## config.mk

```make
export PLATFORM = sky130hd
export DESIGN_NAME = lsr_readout
export DESIGN_NICKNAME = d
export VERILOG_FILES = /design/src/design/lsr_pkg.sv /design/src/design/lsr_crc.sv /design/src/design/lsr_readout.sv
export VERILOG_INCLUDE_DIRS = /design/src /design/src/design
export SDC_FILE = /design/constraint.sdc
export NUM_CORES = 1
export LEC_CHECK = 0
export ABC_AREA = 1
export BUFFER_PORTS_ARGS = -buffer_cell sky130_fd_sc_hd__clkbuf_2
export CORE_MARGIN = 2
export CORE_UTILIZATION = 40
export DETAILED_ROUTE_END_ITERATION = 6
export HOLD_SLACK_MARGIN = 0.05
export PLACE_DENSITY = 0.67
export SLEW_MARGIN = 30
export SYNTH_ARGS = -nofsm -noshare
export SYNTH_HDL_FRONTEND = slang
export SYNTH_SLANG_ARGS = --single-unit
```

## constraint.sdc

```tcl
create_clock -name clk_sys -period 4.8 [get_ports clk_sys]
set_input_delay 0.96 -clock clk_sys [delete_from_list [all_inputs] [get_ports clk_sys]]
set_output_delay 0.96 -clock clk_sys [all_outputs]
set_load 0.005 [all_outputs]
```

## src/design/lsr_cfg.svh

```systemverilog
// Purpose: Constants for the legacy status register readout.
// Assumes: Byte-wide request and response streams.
// Notes: Register addresses are wire addresses, one less than the register numbers.
`ifndef LSR_CFG_SVH
`define LSR_CFG_SVH
`define LSR_FUNC_READ 8'h03
`define LSR_TABLE_BASE 16'h2EDF
`define LSR_TABLE_LEN 16'h0071
`define LSR_ADDR_MASK 16'h2EDF
`define LSR_ADDR_STATUS 16'h2EE0
`define LSR_ADDR_CURRENT 16'h2EEF
`define LSR_BIT_CONTACT 0
`define LSR_BIT_TRIP 1
`define LSR_BIT_FAULT 2
`define LSR_MASK_VALUE 16'h0007
`define LSR_SERVER_ADDR_RST 8'h2F
`define LSR_CRC_INIT 16'hFFFF
`define LSR_CRC_POLY 16'hA001
`endif

```

## src/design/lsr_pkg.sv

```systemverilog
// Purpose: Types for the legacy status register readout.
// Assumes: Nothing beyond the constants header.
// Notes: Holds the request parser and response states.
package lsr_pkg;
    typedef enum logic [3:0] {
        LSR_RX_SRV,
        LSR_RX_FUNC,
        LSR_RX_AHI,
        LSR_RX_ALO,
        LSR_RX_NHI,
        LSR_RX_NLO,
        LSR_RX_CLO,
        LSR_RX_CHI,
        LSR_RX_SKIP
    } lsr_rx_t;
    typedef enum logic [2:0] {
        LSR_TX_IDLE,
        LSR_TX_SRV,
        LSR_TX_FUNC,
        LSR_TX_CNT,
        LSR_TX_DHI,
        LSR_TX_DLO,
        LSR_TX_CLO,
        LSR_TX_CHI
    } lsr_tx_t;
endpackage : lsr_pkg

```

## src/design/lsr_crc.sv

```systemverilog
// Purpose: Frame check code accumulator, one byte per enabled cycle.
// Assumes: Standard reflected CRC-16 with the usual start value.
// Notes: Reloaded with the start value by a start pulse so a new frame never inherits old state.
`timescale 1ns/1ps
`include "lsr_cfg.svh"
module lsr_crc (
    input wire logic clk_sys,
    input wire logic resetn,
    input wire logic ce,
    input wire logic start,
    input wire logic upd,
    input wire logic [7:0] data,
    output logic [15:0] crc
);
    logic [15:0] crc_r;
    logic [15:0] crc_nxt;

    function automatic logic [15:0] crc_byte(input logic [15:0] c, input logic [7:0] d);
        logic [15:0] v;
        v = c ^ {8'h00, d};
        for (int i = 0; i < 8; i++) begin
            v = v[0] ? ((v >> 1) ^ `LSR_CRC_POLY) : (v >> 1);
        end
        return v;
    endfunction : crc_byte

    always_comb begin
        crc_nxt = crc_r;
        if (start) begin
            crc_nxt = `LSR_CRC_INIT;
        end else if (upd) begin
            crc_nxt = crc_byte(crc_r, data);
        end
    end

    always_ff @(posedge clk_sys or negedge resetn) begin
        if (!resetn) begin
            crc_r <= `LSR_CRC_INIT;
        end else if (ce) begin
            crc_r <= crc_nxt;
        end
    end

    assign crc = crc_r;
endmodule : lsr_crc

```

## src/design/lsr_readout.sv

```systemverilog
// Purpose: Read-only status table served to a remote client over byte streams.
// Assumes: Request bytes arrive from a framing layer on clk_sys; breaker contacts come from pins.
// Notes: Only the mask, status and phase-1 current registers hold data; other table words read zero.
// Behaviour
// A 32-bit value spans two registers, the more significant one sent first.
// The client reads signed 32-bit values as two's complement with the low half unsigned.
// The wire address of a register is its register number minus one.
// A read request carries server address, function 0x03, start address and count high byte first, then check code.
// The answer carries server address, echoed function, byte count, each value high byte first, then check code.
// The byte count is twice the number of registers requested.
// The common table starts at 0x2EDF, spans 113 registers and is returned by one read.
// The register at 0x2EDF holds a mask flagging which status bits are valid.
// Status bit 0 reads 1 when the contacts are closed and 0 when open.
// Status bit 1 reads 1 after a fault, shunt or push-to-trip, and 0 otherwise.
// On motor-driven variants status bit 1 always reads 0.
// Status bit 2 reads 0 when no electrical fault trip has occurred.
// Status bit 2 reads 1 after an electrical fault trip, including test trips.
// The phase-1 current register holds the rms current as unsigned amperes.
// Table registers are readable by the read function and never writable.
// Frames with another server address or a bad check code are ignored.
`timescale 1ns/1ps
`include "lsr_cfg.svh"
module lsr_readout (
    input wire logic clk_sys,
    input wire logic resetn,
    input wire logic ce,
    input wire logic [7:0] server_addr,
    input wire logic motor_variant,
    input wire logic contact_position_bit,
    input wire logic trip_indication_bit,
    input wire logic fault_trip_indication_bit,
    input wire logic [15:0] phase1_current,
    input wire logic frame_start,
    input wire logic rx_valid,
    input wire logic [7:0] rx_data,
    input wire logic tx_ready,
    output logic tx_valid,
    output logic [7:0] tx_data,
    output logic tx_last,
    output logic busy
);
    lsr_pkg::lsr_rx_t rx_r, rx_nxt;
    lsr_pkg::lsr_tx_t tx_r, tx_nxt;
    logic [15:0] addr_r, addr_nxt;
    logic [15:0] cnt_r, cnt_nxt;
    logic [7:0] chk_lo_r, chk_lo_nxt;
    logic [7:0] srv_r, srv_nxt;
    logic [7:0] txd_r, txd_nxt;
    logic txv_r, txv_nxt;
    logic txl_r, txl_nxt;
    logic [7:0] lo_r, lo_nxt;
    logic [2:0] pin_s1_r, pin_s2_r;
    logic [15:0] cur_r;
    logic [15:0] word;
    logic crc_start, crc_upd;
    logic [7:0] crc_data;
    logic [15:0] crc;
    logic fire;

    lsr_crc u_crc (
        .clk_sys(clk_sys),
        .resetn(resetn),
        .ce(ce),
        .start(crc_start),
        .upd(crc_upd),
        .data(crc_data),
        .crc(crc)
    );

    // Contact pins cross in from the breaker through two flops.
    always_ff @(posedge clk_sys or negedge resetn) begin
        if (!resetn) begin
            pin_s1_r <= 3'h0;
            pin_s2_r <= 3'h0;
            cur_r <= 16'h0000;
        end else if (ce) begin
            pin_s1_r <= {fault_trip_indication_bit, trip_indication_bit, contact_position_bit};
            pin_s2_r <= pin_s1_r;
            cur_r <= phase1_current;
        end
    end

    function automatic logic [15:0] table_word(input logic [15:0] a, input logic [2:0] p,
                                               input logic motor, input logic [15:0] cur);
        logic [15:0] s;
        s = 16'h0000;
        s[`LSR_BIT_CONTACT] = p[0];
        s[`LSR_BIT_TRIP] = p[1] & ~motor; // see R10
        s[`LSR_BIT_FAULT] = p[2]; // see R12
        unique case (a)
            `LSR_ADDR_MASK: table_word = `LSR_MASK_VALUE;
            `LSR_ADDR_STATUS: table_word = s;
            `LSR_ADDR_CURRENT: table_word = cur;
            default: table_word = 16'h0000;
        endcase
    endfunction : table_word

    assign word = table_word(addr_r, pin_s2_r, motor_variant, cur_r);
    // Stalling on tx_ready holds the byte, so the check code sees each byte once.
    assign fire = txv_r & tx_ready;

    always_comb begin
        rx_nxt = rx_r;
        tx_nxt = tx_r;
        addr_nxt = addr_r;
        cnt_nxt = cnt_r;
        chk_lo_nxt = chk_lo_r;
        srv_nxt = srv_r;
        txd_nxt = txd_r;
        txv_nxt = txv_r;
        txl_nxt = txl_r;
        lo_nxt = lo_r;
        crc_start = 1'b0;
        crc_upd = 1'b0;
        crc_data = rx_data;
        if (tx_r == lsr_pkg::LSR_TX_IDLE) begin
            if (frame_start) begin
                rx_nxt = lsr_pkg::LSR_RX_SRV;
                crc_start = 1'b1;
            end else if (rx_valid) begin
                crc_upd = (rx_r != lsr_pkg::LSR_RX_CLO) && (rx_r != lsr_pkg::LSR_RX_CHI);
                unique case (rx_r)
                    lsr_pkg::LSR_RX_SRV: begin
                        srv_nxt = rx_data;
                        // Foreign server addresses are dropped.
                        rx_nxt = (rx_data == server_addr) ? lsr_pkg::LSR_RX_FUNC : lsr_pkg::LSR_RX_SKIP;
                    end
                    lsr_pkg::LSR_RX_FUNC: begin
                        // Any other function, writes included, gets no answer.
                        rx_nxt = (rx_data == `LSR_FUNC_READ) ? lsr_pkg::LSR_RX_AHI : lsr_pkg::LSR_RX_SKIP;
                    end
                    lsr_pkg::LSR_RX_AHI: begin
                        addr_nxt[15:8] = rx_data;
                        rx_nxt = lsr_pkg::LSR_RX_ALO;
                    end
                    lsr_pkg::LSR_RX_ALO: begin
                        addr_nxt[7:0] = rx_data;
                        rx_nxt = lsr_pkg::LSR_RX_NHI;
                    end
                    lsr_pkg::LSR_RX_NHI: begin
                        cnt_nxt[15:8] = rx_data;
                        rx_nxt = lsr_pkg::LSR_RX_NLO;
                    end
                    lsr_pkg::LSR_RX_NLO: begin
                        cnt_nxt[7:0] = rx_data;
                        rx_nxt = lsr_pkg::LSR_RX_CLO;
                    end
                    lsr_pkg::LSR_RX_CLO: begin
                        chk_lo_nxt = rx_data;
                        rx_nxt = lsr_pkg::LSR_RX_CHI;
                    end
                    lsr_pkg::LSR_RX_CHI: begin
                        rx_nxt = lsr_pkg::LSR_RX_SKIP;
                        // A bad check code or a count the 8-bit byte count cannot hold is dropped.
                        if ({rx_data, chk_lo_r} == crc && cnt_r != 16'h0000 && cnt_r <= 16'h007F) begin
                            tx_nxt = lsr_pkg::LSR_TX_SRV;
                            crc_start = 1'b1;
                            txd_nxt = srv_r;
                            txv_nxt = 1'b1;
                        end
                    end
                    lsr_pkg::LSR_RX_SKIP: begin
                        rx_nxt = lsr_pkg::LSR_RX_SKIP;
                    end
                endcase
            end
        end else if (fire) begin
            crc_upd = (tx_r != lsr_pkg::LSR_TX_CLO) && (tx_r != lsr_pkg::LSR_TX_CHI);
            crc_data = txd_r;
            unique case (tx_r)
                lsr_pkg::LSR_TX_SRV: begin
                    tx_nxt = lsr_pkg::LSR_TX_FUNC;
                    txd_nxt = `LSR_FUNC_READ;
                end
                lsr_pkg::LSR_TX_FUNC: begin
                    tx_nxt = lsr_pkg::LSR_TX_CNT;
                    txd_nxt = {cnt_r[6:0], 1'b0};
                end
                lsr_pkg::LSR_TX_CNT, lsr_pkg::LSR_TX_DLO: begin
                    if (cnt_r == 16'h0000) begin
                        // The low check byte must fold in the data byte the accumulator takes at this edge.
                        tx_nxt = lsr_pkg::LSR_TX_CLO;
                        txd_nxt = crc_byte_lo_fix(crc, txd_r);
                    end else begin
                        // Both halves are captured together so a changing value never tears.
                        tx_nxt = lsr_pkg::LSR_TX_DHI;
                        txd_nxt = word[15:8]; // see R1
                        lo_nxt = word[7:0];
                        addr_nxt = addr_r + 16'h0001;
                        cnt_nxt = cnt_r - 16'h0001;
                    end
                end
                lsr_pkg::LSR_TX_DHI: begin
                    tx_nxt = lsr_pkg::LSR_TX_DLO;
                    txd_nxt = lo_r;
                end
                lsr_pkg::LSR_TX_CLO: begin
                    tx_nxt = lsr_pkg::LSR_TX_CHI;
                    txd_nxt = crc[15:8];
                end
                lsr_pkg::LSR_TX_CHI: begin
                    tx_nxt = lsr_pkg::LSR_TX_IDLE;
                    txv_nxt = 1'b0;
                end
                lsr_pkg::LSR_TX_IDLE: begin
                    tx_nxt = lsr_pkg::LSR_TX_IDLE;
                end
            endcase
            txl_nxt = (tx_nxt == lsr_pkg::LSR_TX_CHI);
        end
    end

    // Low check byte includes the last data byte, which the accumulator takes in the same edge.
    function automatic logic [7:0] crc_byte_lo_fix(input logic [15:0] c, input logic [7:0] d);
        logic [15:0] v;
        v = c ^ {8'h00, d};
        for (int i = 0; i < 8; i++) begin
            v = v[0] ? ((v >> 1) ^ `LSR_CRC_POLY) : (v >> 1);
        end
        return v[7:0];
    endfunction : crc_byte_lo_fix

    always_ff @(posedge clk_sys or negedge resetn) begin
        if (!resetn) begin
            rx_r <= lsr_pkg::LSR_RX_SKIP;
            tx_r <= lsr_pkg::LSR_TX_IDLE;
            addr_r <= 16'h0000;
            cnt_r <= 16'h0000;
            chk_lo_r <= 8'h00;
            srv_r <= 8'h00;
            txd_r <= 8'h00;
            txv_r <= 1'b0;
            txl_r <= 1'b0;
            lo_r <= 8'h00;
            busy <= 1'b0;
        end else if (ce) begin
            rx_r <= rx_nxt;
            tx_r <= tx_nxt;
            addr_r <= addr_nxt;
            cnt_r <= cnt_nxt;
            chk_lo_r <= chk_lo_nxt;
            srv_r <= srv_nxt;
            txd_r <= txd_nxt;
            txv_r <= txv_nxt;
            txl_r <= txl_nxt;
            lo_r <= lo_nxt;
            busy <= (tx_nxt != lsr_pkg::LSR_TX_IDLE);
        end
    end

    assign tx_valid = txv_r;
    assign tx_data = txd_r;
    assign tx_last = txl_r;
endmodule : lsr_readout
```

# Word-level counts from Yosys, hierarchy flattened
# Cells that the tools add are included.
[classes] div=0 eq_ne=35 n_lt_le_gt_ge=1 muxes=76 n_addsub=2 shift=0 mul=0 n_reduce_logical=29 n_bitwise=24
[ops] op="two-way mux 16 bit" count=22
[ops] op="two-way mux 8 bit" count=13
[ops] op="== test 16 x 14 -> 1 bit, second input constant" count=3
[ops] op="case mux 16 bit (3 select lines)" count=1
[ops] op="AND reduction 7 bit" count=6
[ops] op="case mux 8 bit (5 select lines)" count=1
[ops] op="case mux 4 bit (8 select lines)" count=1
[ops] op="bitwise XOR 16 x 8 -> 16 bit" count=2
[ops] op="two-way mux 14 bit" count=2
[ops] op="two-way mux 3 bit" count=8
[ops] op="NOT 2 -> 3 bit" count=8
[ops] op="two-way mux 1 bit" count=22
[ops] op="case mux 3 bit (6 select lines)" count=1
[ops] op="adder 16 x 1 -> 16 bit, second input constant" count=1
[ops] op="== test 16 bit" count=1
[ops] op="== test 4 x 3 -> 1 bit, second input constant" count=4
[ops] op="<= comparator 16 x 7 -> 1 bit, second input constant" count=1
[ops] op="logical NOT 16 bit" count=1
[ops] op="two-way mux 4 bit" count=4
[ops] op="nonzero test 16 bit" count=1
[ops] op="subtractor 16 x 1 -> 16 bit, second input constant" count=1
[ops] op="== test 3 bit, second input constant" count=5
[ops] op="AND reduction 5 bit" count=3
[ops] op="inequality test 2 x 1 -> 1 bit, second input constant" count=6
[ops] op="other kinds (23)" count=49
[totals] ram_bits=0 reg_bits=112 mem_bits_ro=0 latch_bits=0 input_bits=42 memories=0

# Longest topological paths before layout
[depth] depth_word=22 mapped_depth=22

# Modules after synthesis
# From an unflattened synthesis, not the netlist that was laid out.
[hier_totals] hier_cells=1010 area_unflattened_um2=7024.2
[by_module_without_submodules] module="lsr_readout" seq_area_each_um2=2403.6 instances=1 area_each_um2=5964.5 cells_each=857
[by_module_without_submodules] module="lsr_crc" seq_area_each_um2=420.4 instances=1 area_each_um2=1059.8 cells_each=153

# Worst setup path before layout
# OpenSTA, ideal clock, no wires.
[synth_path] kind="input port to flip-flop" start="in tx_ready" end="reg addr_r[7]" stages=11 slack_ns=2.283 arrival_time_ns=2.392 setup_time_ns=0.125 cell_sequence="nand2_2 -> inv_2 -> nand2_1 -> nor2_1 -> nor2_1 -> inv_2 -> nand2_2 -> nor2_4 -> inv_2 -> a21oi_1 -> mux2_2"
[synth_between] elab_chain_len=3
[synth_lines] element="start: declaration" line_no="lsr_readout.sv:36" text="input wire logic tx_ready,"
[synth_lines] element="bitwise AND 1 bit" line_no="lsr_readout.sv:100" text="assign fire = txv_r & tx_ready;"
[synth_lines] element="nonzero test 2 bit (no source line)"
[synth_lines] element="AND reduction 7 bit (no source line)"
[synth_lines] element="end signal: assignment" line_no="lsr_readout.sv:239" text="addr_r <= addr_nxt;"
[synth_lines] element="end: declaration" line_no="lsr_readout.sv:44" text="logic [15:0] addr_r, addr_nxt;"
# No other way between the ends.
# A chain may end at the register's enable or synchronous reset.

# Worst setup path in the final report
[layout_path] start="in ce" end="reg cnt_r[6]"
[layout_between] elab_chain_len=1
[layout_lines] element="start: declaration" line_no="lsr_readout.sv:26" text="input wire logic ce,"
[layout_lines] element="AND reduction 7 bit (no source line)"
[layout_lines] element="end signal: assignment" line_no="lsr_readout.sv:240" text="cnt_r <= cnt_nxt;"
[layout_lines] element="end: declaration" line_no="lsr_readout.sv:45" text="logic [15:0] cnt_r, cnt_nxt;"
# No other way between the ends.

==> summary.txt <==
Status
  • Status: finished clean

Cells and area
  • Layout net count: 990
  • # fillers: 1638
  • Area Growth Syn to Fin: 11.5%
  • N_diodes: 0
  • Final Cell Area: 0.00750 mm2
  • Share of layout cells above drive strength 1: 12.8%

GRT
  • Initial antenna violation count: 0
  • Number of global-route vias before repair: 5394
  • Pin count of the biggest net entering global routing: 83
  • GRT overflow: 0
  • Total track usage: 21.5%
  • First-pass GRT wire length: 29700 um

Worst setup path
  • Worst Path Arrival: 3.61 ns
  • Crit-path cells: clkbuf_2 -> buf_4 -> clkinv_1 -> nor2_1 -> nor2_1 -> inv_2 -> nand2_2 -> nor2_1 -> inv_1 -> o21ai_0
  • R2r setup slk: 1.70 ns
  • CP Launch Type: primary input
  • Reg2Reg Depth: 18
  • Most used cell, CP: nor2_1
  • Reg2Reg Launch Point: tx_r[2]
  • Slowest stage cell, crit path: nor2_1
  • Worst flop-to-flop path endpoint: u_crc.crc[13]
  • Launch point of the critical path: ce
  • Worst EP required: 5.08 ns
  • Crit path max fanout: 41
  • Worst Setup EP: cnt_r[6]
  • Crit path kind: primary input to flip-flop
  • Critical Path End Type: flip-flop
  • CP max stage delay: 0.53 ns

Clock tree
  • TritonCTS buffer count: 9
  • Clk sink count: 112
  • Post-CTS Setup Repair Bufs: 0
  • Clk Latency, worst-skew pair: 0.36 ns
  • CTS tree: yes
  • Hold-fix buffers at CTS: 0
  • H-tree level count: 3
  • CTS root buf: clkbuf_16
  • Clock transition at path regs: 0.08 ns
  • Clk buf depth: 2
  • Post-CTS Resized: 0

Logic synthesis
  • Number of synthesized flops with an enable pin: 0
  • Distinct cells, synth: 50
  • Flop and latch count out of synthesis: 112
  • Synth Instances: 900
  • Synthesis Warnings: 0
  • Register area share after synthesis: 41.9%
  • Synth Net Count: 945
  • Syn_area_per_cell: 7.48 um2
  • Post-synth ARST share: 100%
  • Most used DFF post-synth: dfrtp_1
  • Cell area after synthesis: 0.00673 mm2

Power
  • Maximum vdd drop: 0.262 mV
  • Lkg Pwr: 3.65 nW
  • Pwr dens: 632 mW/mm2

STA
  • Unrepaired setup endpoints after global routing: no
  • Fin. Hold Viols: 0
  • Slew at the pin with the worst max-slew slack: 0.766 ns
  • Max Freq: 0.301 GHz
  • Post-route clock period utilization: 69.2%
  • Setup TNS: 0 ns
  • Final Setup Violations: 0
  • Fin crit period: 3.32 ns
  • Slew headroom: 48.9%
  • Worst Skew: 0.00754 ns
  • Slew Limit Fails: 0

Floorplan
  • Starting Density: 40.7%
  • Die Span Y: 134 um
  • Top Ports: 53
  • DIE AREA: 0.0179 mm2
  • DIE WIDTH: 134 um
  • Core ar.: 0.0165 mm2
  • Site Rows: 47

Placement
  • Placed inst area: 0.00719 mm2
  • GPL Wtd Cong: 0.921
  • Buffers on Ports: 52
  • Detailed placement HPWL: 14000 um

Route
  • Post-route DRC: 0
  • WL met3: 1430 um
  • Detail Route Antenna Nets: 0
  • Final wirelength: 18800 um
  • Initial drt markers: 692
  • Via density: 5.26
  • Drt first pass iters: 6
  • M1 wire length: 8770 um
  • Vias post-DR: 6149
  • Highest signal layer in the routed design: met4
  • Metal2 WL: 8060 um
  • Routed len/inst: 16.1 um

Worst hold path
  • Hold_sp: cur_r[5]
  • Worst hold path class: flip-flop to flip-flop
  • Hold Crit Depth: 2

Job
  • Maxcap violations: 0
## critical path, delay by kind of cell
kind / cells / cell delay, ns
simple gates: 4 / 1.23
buf+inv: 5 / 1.20
compound gates: 1 / 0.21
## state kept, by name (all words and copies together) (netlist names)
signal and count:
rx_r 4, u_crc.crc 16, srv_r 8, busy 1, pin_s1_r 3, lo_r 8
chk_lo_r 8, tx_valid 1, tx_data 8, cur_r 16, addr_r 16, tx_r 3
tx_last 1, cnt_r 16, pin_s2_r 3
## power by group
part	internal, mW	switching [mW]	total (mW)
clock network	0.416	0.380	0.796
registers	1.29	0.317	1.61
logic	0.794	1.54	2.34
total	2.50	2.24	4.74
## cells in the final DEF (no fill, tap or decap), types with 9 or more instances in the layout
cell type    n
o22ai_1     11
clkbuf_2    51
nand4_1     13
xor2_1      34
xnor2_1     15
a22oi_1     17
a21oi_1     37
nor3_1      12
o21ai_0     93
inv_1      118
nand2_2     15
clkbuf_16    9
dfstp_2     17
dfrtp_1     95
nand2_1    231
nor2_1      52
nand3_1     50
## layout make-up
cell class              count  area (um2)  share of cell area (%)
flip-flops and latches    112        2820                    37.6
clock inverters             7        90.1                    1.20
repair buffers             54         282                    3.75
multi-input cells         640        3330                    44.3
inverters                 128         483                    6.44
well taps                 220         275                    3.67
clock buffers               9         225                    3.00
## Yosys cell counts (8+ instances only)
cell / n / area (um2)
o22ai_1: 11 / 68.8
nand4_1: 13 / 81.3
nor2_1: 52 / 195
dfstp_2: 17 / 447
a21oi_1: 37 / 185
nand3_1: 50 / 250
xor2_1: 34 / 298
clkbuf_1: 13 / 48.8
nand2_1: 231 / 867
inv_1: 118 / 443
nor3_1: 12 / 60.1
a22oi_1: 17 / 128
nand2_2: 15 / 93.8
xnor2_1: 15 / 131
o21ai_0: 93 / 465
dfrtp_1: 95 / 2380
o221ai_1: 8 / 70.1
## metal layers
layer / track usage, % / vias up
li1: - / 3056
met1: 31.9 / 2814
met2: 31.3 / 245
met3: 3.23 / 34
met4: 9.10 / 0
met5: 0 / -
## through the flow
stage	instances	utilization (%)	hold slack, ns	power, mW	setup slack, ns
floorplan	900	-	0.442	3.29	2.28
global placement	1154	43.5	0.456	3.88	1.19
detailed placement	1154	43.5	0.461	3.91	1.12
CTS	1170	45.4	0.480	4.73	1.52
global route	1170	45.4	0.500	5.09	1.02
finish	1170	45.4	0.475	4.74	1.48
## kinds of logic (layout without fill, tap and decap cells)
logic type / count (synthesis) / after routing / synth area share, %
XOR/XNOR: 49 / 49 / 6.37
adder cells (fa/ha/maj): 3 / 3 / 0.558
multiplexers: 1 / 1 / 0.167
AO/OA/AOI/OAI: 195 / 195 / 16.8
buffers and inverters: 148 / 198 / 8.66
AND/OR/NAND/NOR: 392 / 392 / 25.5
flip-flops: 112 / 112 / 41.9
## how the worst min path moves through the flow
stage                   to  slack [ns]
2_1_floorplan    cur_r[14]        0.44
3_3_place_gp   pin_s2_r[1]        0.46
3_5_place_dp   pin_s2_r[1]        0.46
4_1_cts        pin_s2_r[1]        0.48
5_1_grt        pin_s1_r[1]        0.50
6_report          cur_r[5]        0.47
Note: power is estimated with default switching activity, not from simulation.
